$ cat src/pkg/imsc_map.svh
`ifndef IMSC_MAP_SVH
`define IMSC_MAP_SVH
`define IMSC_C_SET 10'h000
`define IMSC_C_CLR 10'h001
`define IMSC_C_READ 10'h002
`define IMSC_C_MASK_ALL 10'h100
`define IMSC_C_UNMASK_ALL 10'h200
`define IMSC_N_UNIT0 10'h000
`define IMSC_N_UNIT1 10'h001
`define IMSC_N_SCHED 10'h004
`define IMSC_IN_MASK_RST 8'hFF
`define IMSC_IVL_RST 16'h0000
`define IMSC_CLK_MHZ 200
`define IMSC_TU_SHORT_MS 1
`define IMSC_TU_LONG_MS 10
`define IMSC_MS_CYC (`IMSC_CLK_MHZ * 1000)
`define IMSC_TU_SHORT_CYC (`IMSC_TU_SHORT_MS * `IMSC_MS_CYC)
`define IMSC_TU_LONG_CYC (`IMSC_TU_LONG_MS * `IMSC_MS_CYC)
`endif

$ cat src/pkg/imsc_pkg.sv
package imsc_pkg;
  typedef enum logic [1:0] {
    imsc_idle_s,
    imsc_wait_s,
    imsc_ack_s
  } imsc_svc_state_t;
endpackage : imsc_pkg

$ cat src/design/imsc_tick.sv
`timescale 1ns/100ps
`include "imsc_map.svh"
// one-cycle pulse per scheduled time unit
module imsc_tick #(
  parameter int unsigned SHORT_CYC = `IMSC_TU_SHORT_CYC,
  parameter int unsigned LONG_CYC = `IMSC_TU_LONG_CYC
) (
  input wire logic mclk,
  input wire logic reset_n,
  input wire logic unit_long,
  output logic tick
);
  logic [21:0] cnt_q, cnt_d;
  logic tick_q, tick_d;
  logic [21:0] limit;
  assign limit = unit_long ? 22'(LONG_CYC - 1) : 22'(SHORT_CYC - 1);
  always_comb begin
    cnt_d = cnt_q + 22'h000001;
    tick_d = 1'b0;
    if (cnt_q >= limit) begin
      cnt_d = 22'h000000;
      tick_d = 1'b1;
    end
  end
  always_ff @(posedge mclk or negedge reset_n) begin
    if (!reset_n) begin
      cnt_q <= 22'h000000;
      tick_q <= 1'b0;
    end else begin
      cnt_q <= cnt_d;
      tick_q <= tick_d;
    end
  end
  assign tick = tick_q;
endmodule : imsc_tick

$ cat src/design/imsc_ctrl.sv
`timescale 1ns/100ps
`include "imsc_map.svh"
module imsc_ctrl
  import imsc_pkg::*;
#(
  parameter int unsigned TU_SHORT_CYC = `IMSC_TU_SHORT_CYC,
  parameter int unsigned TU_LONG_CYC = `IMSC_TU_LONG_CYC
) (
  input wire logic mclk,
  input wire logic reset_n,
  input wire logic op_valid,
  input wire logic [9:0] op_code,
  input wire logic [9:0] op_type,
  input wire logic [15:0] op_data,
  input wire logic op_addr_bad,
  input wire logic [15:0] irq_in0,
  input wire logic [7:0] irq_in1,
  input wire logic interrupt_response_setting,
  input wire logic pending_work,
  input wire logic scheduled_time_unit_setting,
  input wire logic svc_done,
  output logic [15:0] rd_data,
  output logic rd_valid,
  output logic error_flag,
  output logic svc_req,
  output logic [4:0] svc_id,
  output logic [15:0] in_mask0,
  output logic global_mask
);
  logic [15:0] in_s1_q, in_s2_q, in_prev_q;
  logic [15:0] mask_q, mask_d, pend_q, pend_d;
  logic gmask_q, gmask_d;
  logic [15:0] ivl_q, ivl_d, cnt_q, cnt_d;
  logic sched_en_q, sched_en_d, sched_pend_q, sched_pend_d;
  logic [15:0] rd_q, rd_d;
  logic rdv_q, rdv_d, err_q, err_d;
  logic [4:0] id_q, id_d;
  imsc_svc_state_t st_q, st_d;
  logic tu_tick, bcd_ok, unit_ok, bad;
  logic [15:0] rise, sel_bits, data_lo;
  logic [3:0] base;
  logic [15:0] pick;
  logic svc_q, svc_d, sched_hit;

  imsc_tick #(
    .SHORT_CYC(TU_SHORT_CYC),
    .LONG_CYC(TU_LONG_CYC)
  ) u_tick (
    .mclk(mclk),
    .reset_n(reset_n),
    .unit_long(scheduled_time_unit_setting),
    .tick(tu_tick)
  );

  assign bcd_ok = (op_data[3:0] < 4'hA) && (op_data[7:4] < 4'hA) &&
                  (op_data[11:8] < 4'hA) && (op_data[15:12] < 4'hA);
  assign unit_ok = (op_type == `IMSC_N_UNIT0) ||
                   (op_type == `IMSC_N_UNIT1) ||
                   (op_type == `IMSC_N_SCHED);
  assign rise = in_s2_q & ~in_prev_q;
  assign base = (op_type == `IMSC_N_UNIT1) ? 4'h8 : 4'h0;
  assign data_lo = {8'h00, op_data[7:0]};
  assign sel_bits = data_lo << base;
  // lowest pending unmasked input wins; scheduled has lowest priority
  assign pick = pend_q & ~mask_q;
  assign sched_hit = sched_en_q && tu_tick && (cnt_q <= 16'h0001);

  always_comb begin
    mask_d = mask_q;
    gmask_d = gmask_q;
    ivl_d = ivl_q;
    cnt_d = cnt_q;
    sched_en_d = sched_en_q;
    sched_pend_d = sched_pend_q;
    rd_d = rd_q;
    rdv_d = 1'b0;
    err_d = 1'b0;
    bad = 1'b0;
    st_d = st_q;
    id_d = id_q;
    pend_d = pend_q;
    if (op_valid) begin
      bad = op_addr_bad;
      if (op_code == `IMSC_C_MASK_ALL) begin
        if (!bad) gmask_d = 1'b1;
      end else if (op_code == `IMSC_C_UNMASK_ALL) begin
        if (!bad) gmask_d = 1'b0;
      end else if (!unit_ok || !((op_code == `IMSC_C_SET) ||
               (op_code == `IMSC_C_CLR) || (op_code == `IMSC_C_READ))) begin
        bad = 1'b1;
      end else if (op_type == `IMSC_N_SCHED) begin
        if (op_code == `IMSC_C_READ) begin
          if (!bad) begin
            rd_d = ivl_q;
            rdv_d = 1'b1;
          end
        end else if (!bcd_ok) begin
          bad = 1'b1;
        end else if (!bad) begin
          if (op_code == `IMSC_C_SET) begin
            ivl_d = op_data;
            sched_en_d = (op_data != 16'h0000);
          end else begin
            cnt_d = op_data;
          end
        end
      end else if (!bad) begin
        if (op_code == `IMSC_C_SET) begin
          mask_d = (mask_q & ~(16'h00FF << base)) | sel_bits;
        end else if (op_code == `IMSC_C_READ) begin
          rd_d = (mask_q >> base) & 16'h00FF;
          rdv_d = 1'b1;
        end
      end
      err_d = bad;
    end
    // counter decrements in bcd once per time unit
    if (sched_en_q && tu_tick) begin
      if (cnt_q <= 16'h0001) begin
        cnt_d = ivl_q;
        sched_pend_d = 1'b1;
      end else if (cnt_q[11:0] == 12'h000) begin
        cnt_d = cnt_q - 16'h0667;
      end else if (cnt_q[7:0] == 8'h00) begin
        cnt_d = cnt_q - 16'h0067;
      end else if (cnt_q[3:0] == 4'h0) begin
        cnt_d = cnt_q - 16'h0007;
      end else begin
        cnt_d = cnt_q - 16'h0001;
      end
    end
    // latch arrivals even while masked; set wins over clear
    if (op_valid && !bad && unit_ok && op_type != `IMSC_N_SCHED &&
        op_code == `IMSC_C_CLR) begin
      pend_d = pend_q & ~sel_bits;
    end
    pend_d = pend_d | rise;
    case (st_q)
      imsc_idle_s: begin
        if (!gmask_q && (pick != 16'h0000 || sched_pend_q)) begin
          st_d = imsc_wait_s;
        end
      end
      imsc_wait_s: begin
        // a mask-all that lands while waiting must still hold service off
        if (gmask_q) begin
          st_d = imsc_idle_s;
        end else if (!(interrupt_response_setting &&
                     pending_work)) begin
          st_d = imsc_ack_s;
          if (pick != 16'h0000) begin
            for (int i = 15; i >= 0; i--) begin
              if (pick[i]) id_d = 5'(i);
            end
            pend_d = (pend_d & ~(16'h0001 << id_d[3:0])) | rise;
          end else if (sched_pend_q) begin
            id_d = 5'h10;
            // a new expiry in the same cycle wins over the take
            sched_pend_d = sched_hit;
          end else begin
            st_d = imsc_idle_s;
          end
        end
      end
      imsc_ack_s: begin
        if (svc_done) st_d = imsc_idle_s;
      end
      default: st_d = imsc_idle_s;
    endcase
    svc_d = (st_d == imsc_ack_s);
  end

  always_ff @(posedge mclk or negedge reset_n) begin
    if (!reset_n) begin
      in_s1_q <= 16'h0000;
      in_s2_q <= 16'h0000;
      in_prev_q <= 16'h0000;
      mask_q <= {`IMSC_IN_MASK_RST, `IMSC_IN_MASK_RST};
      pend_q <= 16'h0000;
      gmask_q <= 1'b0;
      ivl_q <= `IMSC_IVL_RST;
      cnt_q <= `IMSC_IVL_RST;
      sched_en_q <= 1'b0;
      sched_pend_q <= 1'b0;
      rd_q <= 16'h0000;
      rdv_q <= 1'b0;
      err_q <= 1'b0;
      id_q <= 5'h00;
      st_q <= imsc_idle_s;
      svc_q <= 1'b0;
    end else begin
      in_s1_q <= {irq_in1, irq_in0[7:0]};
      in_s2_q <= in_s1_q;
      in_prev_q <= in_s2_q;
      mask_q <= mask_d;
      pend_q <= pend_d;
      gmask_q <= gmask_d;
      ivl_q <= ivl_d;
      cnt_q <= cnt_d;
      sched_en_q <= sched_en_d;
      sched_pend_q <= sched_pend_d;
      rd_q <= rd_d;
      rdv_q <= rdv_d;
      err_q <= err_d;
      id_q <= id_d;
      st_q <= st_d;
      svc_q <= svc_d;
    end
  end

  assign rd_data = rd_q;
  assign rd_valid = rdv_q;
  assign error_flag = err_q;
  assign svc_req = svc_q;
  assign svc_id = id_q;
  assign in_mask0 = mask_q;
  assign global_mask = gmask_q;
endmodule : imsc_ctrl

$ cat config.mk
export PLATFORM = sky130hd
export DESIGN_NAME = imsc_ctrl
export DESIGN_NICKNAME = d
export VERILOG_FILES = /design/src/pkg/imsc_pkg.sv /design/src/design/imsc_tick.sv /design/src/design/imsc_ctrl.sv
export VERILOG_INCLUDE_DIRS = /design/src /design/src/pkg
export SDC_FILE = /design/constraint.sdc
export NUM_CORES = 1
export LEC_CHECK = 0
export BUFFER_PORTS_ARGS = -buffer_cell sky130_fd_sc_hd__buf_2
export CORE_MARGIN = 3
export CORE_UTILIZATION = 35
export CTS_BUF_LIST = sky130_fd_sc_hd__clkbuf_8 sky130_fd_sc_hd__clkbuf_16
export DETAILED_ROUTE_END_ITERATION = 6
export PLACE_DENSITY = 0.63
export SKIP_LAST_GASP = 1
export SLEW_MARGIN = 20
export SYNTH_ARGS = -nofsm -noshare
export SYNTH_HDL_FRONTEND = slang
export SYNTH_SLANG_ARGS = --single-unit
$ cat constraint.sdc
create_clock -name mclk -period 3.7 [get_ports mclk]
set_clock_uncertainty 0.15 [all_clocks]
set_input_delay 1.11 -clock mclk [delete_from_list [all_inputs] [get_ports mclk]]
set_output_delay 1.11 -clock mclk [all_outputs]
set_load 0.03 [all_outputs]
==> impl_metrics.py <==
metrics = {
    "run_status": {
        "status": "completed",
    },
    "min_path": {
        "hp-class": "reg2reg",
        "hp-start": "in_s1_q[11]$_DFF_PN0_",
    },
    "setup_path": {
        "crit_path_start_kind": "input port",
        "cpMaxStageDelayCell": "nand4_1",
        "critPathMaxFanout": 10,
        "path_cells": "buf_2 > nor4_1 > buf_4 > and2_1 > and3_1 > nand4_1 > mux2_2",
        "worstPathArrival_ps": 3160,
        "worst-setup-path-type": "in2reg",
        "reg2reg_depth": 6,
        "required_ps": 3910,
        "r2r-end": "sched_pend_q$_DFF_PN0_",
        "worstSetupStartpoint": "op_type[7]",
        "regToRegSetupSlack_ps": 800,
        "max_stage_delay_ps": 490,
        "worst_setup_path_end_kind": "flip-flop",
    },
    "logic_synthesis": {
        "yosysTopAreaCell": "dfrtp_1",
        "synth_mux_area_share_pct": 8.19,
        "synth_top_family_by_area": "simple AND/OR/NAND/NOR gates",
        "yosysSeqAreaShare_pct": 53.8,
        "synthXorXnorAreaFrac_pct": 3.08,
        "ys_types": 69,
        "ys_ff_latch": 164,
        "syn_nets": 798,
        "avgSynthCellArea_um2": 10.7,
        "ys_async_sr_fraction_pct": 100,
        "synthFlopType": "dfrtp_1",
        "synth_top_area_share_pct": 48.3,
        "syn_area_um2": 7670,
        "ys_warn_count": 0,
        "netlist_instances": 717,
        "synth_compound_area_share_pct": 12.1,
        "synthTopCellsByArea": "dfrtp_1 48%, mux2_2 5.6%, dfstp_2 5.5%",
        "synthSimpleGateAreaFrac_pct": 17.7,
        "synthAdderAreaFrac_pct": 2.12,
        "synth_edf_count": 0,
    },
    "drt": {
        "met3_length_um": 994,
        "antenna_left": 0,
        "top_layer_used": "met4",
        "wl_per_cell_um": 17.2,
        "wl_met1_mm": 8.72,
        "drt_iter0_drc": 430,
        "firstDrtPassIters": 5,
        "wl_met2_mm": 9.12,
        "vias": 5928,
        "avgViaCountPerCell": 5.30,
        "wl_mm": 19.2,
        "drc": 0,
    },
    "clock_network": {
        "h-tree-depth": 4,
        "worstSkewPairLatency_ps": 430,
        "cts_inserted_buffers": 17,
        "cts_tree": "yes",
        "clk_pin_slew_ps": 70,
        "cts_setup_buffers": 0,
        "cts_root_buffer": "clkbuf_16",
        "hold_buffers": 0,
        "clockBufferDepth": 2,
        "cts_sinks": 164,
        "cts_resized": 0,
    },
    "die": {
        "die_w_um": 154,
        "die-area_um2": 23700,
        "core_area_um2": 21300,
        "initial_core_util_pct": 36.0,
        "io_pins": 109,
        "rows": 53,
        "die_h_um": 154,
    },
    "run": {
        "drv_cap": 0,
    },
    "final_layout": {
        "nets": 911,
        "mostFrequentLayoutCells": "148 x dfrtp_1, 99 x buf_2, 62 x nor2_1",
        "fillers": 2068,
        "final_common_cell": "dfrtp_1",
        "drive_gt1_share_pct": 26.2,
        "syn_to_final_growth_pct": 19.6,
        "n_antenna_cell": 0,
    },
    "global_route": {
        "first_global_vias": 5883,
        "grt_max_degree": 76,
        "grt_pass1_wl_mm": 31.4,
        "antenna_found_initial": 0,
        "grt_overflow_total": 0,
        "grt.total_usage_pct": 16.5,
    },
    "power_and_ir_drop": {
        "peakVddDrop_mv": 0.310,
        "power_density_nw_per_um2": 412,
        "leakagePower_uw": 0.00403,
    },
    "timing": {
        "max_freq_mhz": 338,
        "setup-tns-final_ps": 0,
        "rsz0062_at_grt": "false",
        "drv_slew": 0,
        "hold_viol_final": 0,
        "relSlewSlack_pct": 52.5,
        "finalSetupViolCount": 0,
        "min_period_ps": 2960,
        "holdWs_ps": 197,
        "worstMarginPinSlew_ps": 712,
        "period_share_pct": 79.9,
    },
    "placement": {
        "hpwl_mm": 13.9,
        "numPortBuffers": 100,
        "place.gp.congestion": 0.873,
    },
}
-- per-layer routing --
layer | track usage, % | vias up
met3 | 3.88 | 26
met4 | 5.42 | 0
li1 | - | 2813
met2 | 26.1 | 150
met5 | 0 | -
met1 | 22.3 | 2939
-- flip-flops by register name, indices dropped and copies added, names as in the netlist, 2 cells and up, named ones only --
signal	cells
u_tick.cnt_q	22
cnt_q	16
in_prev_q	16
in_s1_q	16
in_s2_q	16
ivl_q	16
pend_q	16
rd_data	16
svc_id	5
st_q	2
-- Yosys cell counts (3+ instances only) --
library cell,instances
nor4_1,15
dfrtp_1,148
nand3_1,28
a32o_1,10
or4_1,7
or3_1,3
a211oi_1,6
inv_1,32
ha_1,13
o22ai_1,4
clkbuf_1,15
dfstp_2,16
a221o_1,3
o211ai_1,9
a2111oi_0,3
nand2_1,56
xor2_1,16
o221ai_1,3
nand4_1,7
xnor2_1,11
and3_1,9
or2_2,4
buf_2,6
nor3_1,16
nor2_1,62
nor2b_1,22
and2_1,3
mux2i_1,20
o21ai_0,38
mux2_2,38
and4_1,4
a31oi_1,12
a21o_1,4
nand2b_1,13
a21oi_1,20
-- worst max-delay path, delay by kind of cell --
family	cells	cell delay, ps
and+or+nand+nor	4	1300
muxes	1	470
buffers and inverters	2	280
-- cells by family after synthesis --
group	count (synthesis)
and+or+nand+nor	263
DFF	164
AOI/OAI and AO/OA	136
muxes	58
buffers and inverters	56
xor gates and xnor gates	27
adders and majority gates	13
-- area by class of cell --
cell class	count	area (µm²)	share of cell area, %
clock buffers	17	425	4.64
clock inverters	15	165	1.80
inverters	32	120	1.31
multi-input cells	497	3320	36.3
flip-flops and latches	164	4120	45.0
well taps	275	344	3.75
repair buffers	118	667	7.27
-- worst min path at each step --
stage | endpoint | slack [ps] | cells past startpoint
floorplan | in_s2_q[0]$_DFF_PN0_ | 180 | 0
global placement | in_s2_q[6]$_DFF_PN0_ | 180 | 0
detailed placement | in_s2_q[3]$_DFF_PN0_ | 180 | 0
CTS | in_s2_q[14]$_DFF_PN0_ | 200 | 0
global route | in_s2_q[14]$_DFF_PN0_ | 210 | 0
finish | in_s2_q[11]$_DFF_PN0_ | 200 | 0
-- through the flow --
stage	util (%)	power, µW	std cells	setup slack, ps	instance area (µm²)
3_3_place_gp	40.3	2080	1086	356	8580
5_1_grt	43.1	3930	1118	536	9170
4_1_cts	43.1	3830	1118	754	9170
3_5_place_dp	40.3	2080	1086	324	8580
2_1_floorplan	-	1950	717	512	7670
6_report	43.1	3780	1118	745	9170
-- where the power goes --
group / internal (µW) / switching, µW / leakage, µW
logic: 59.7 / 125 / 0.00184
registers: 1830 / 23.6 / 0.00190
clock network: 904 / 833 / 0.000283
Note: power is estimated with default switching activity, not from simulation.
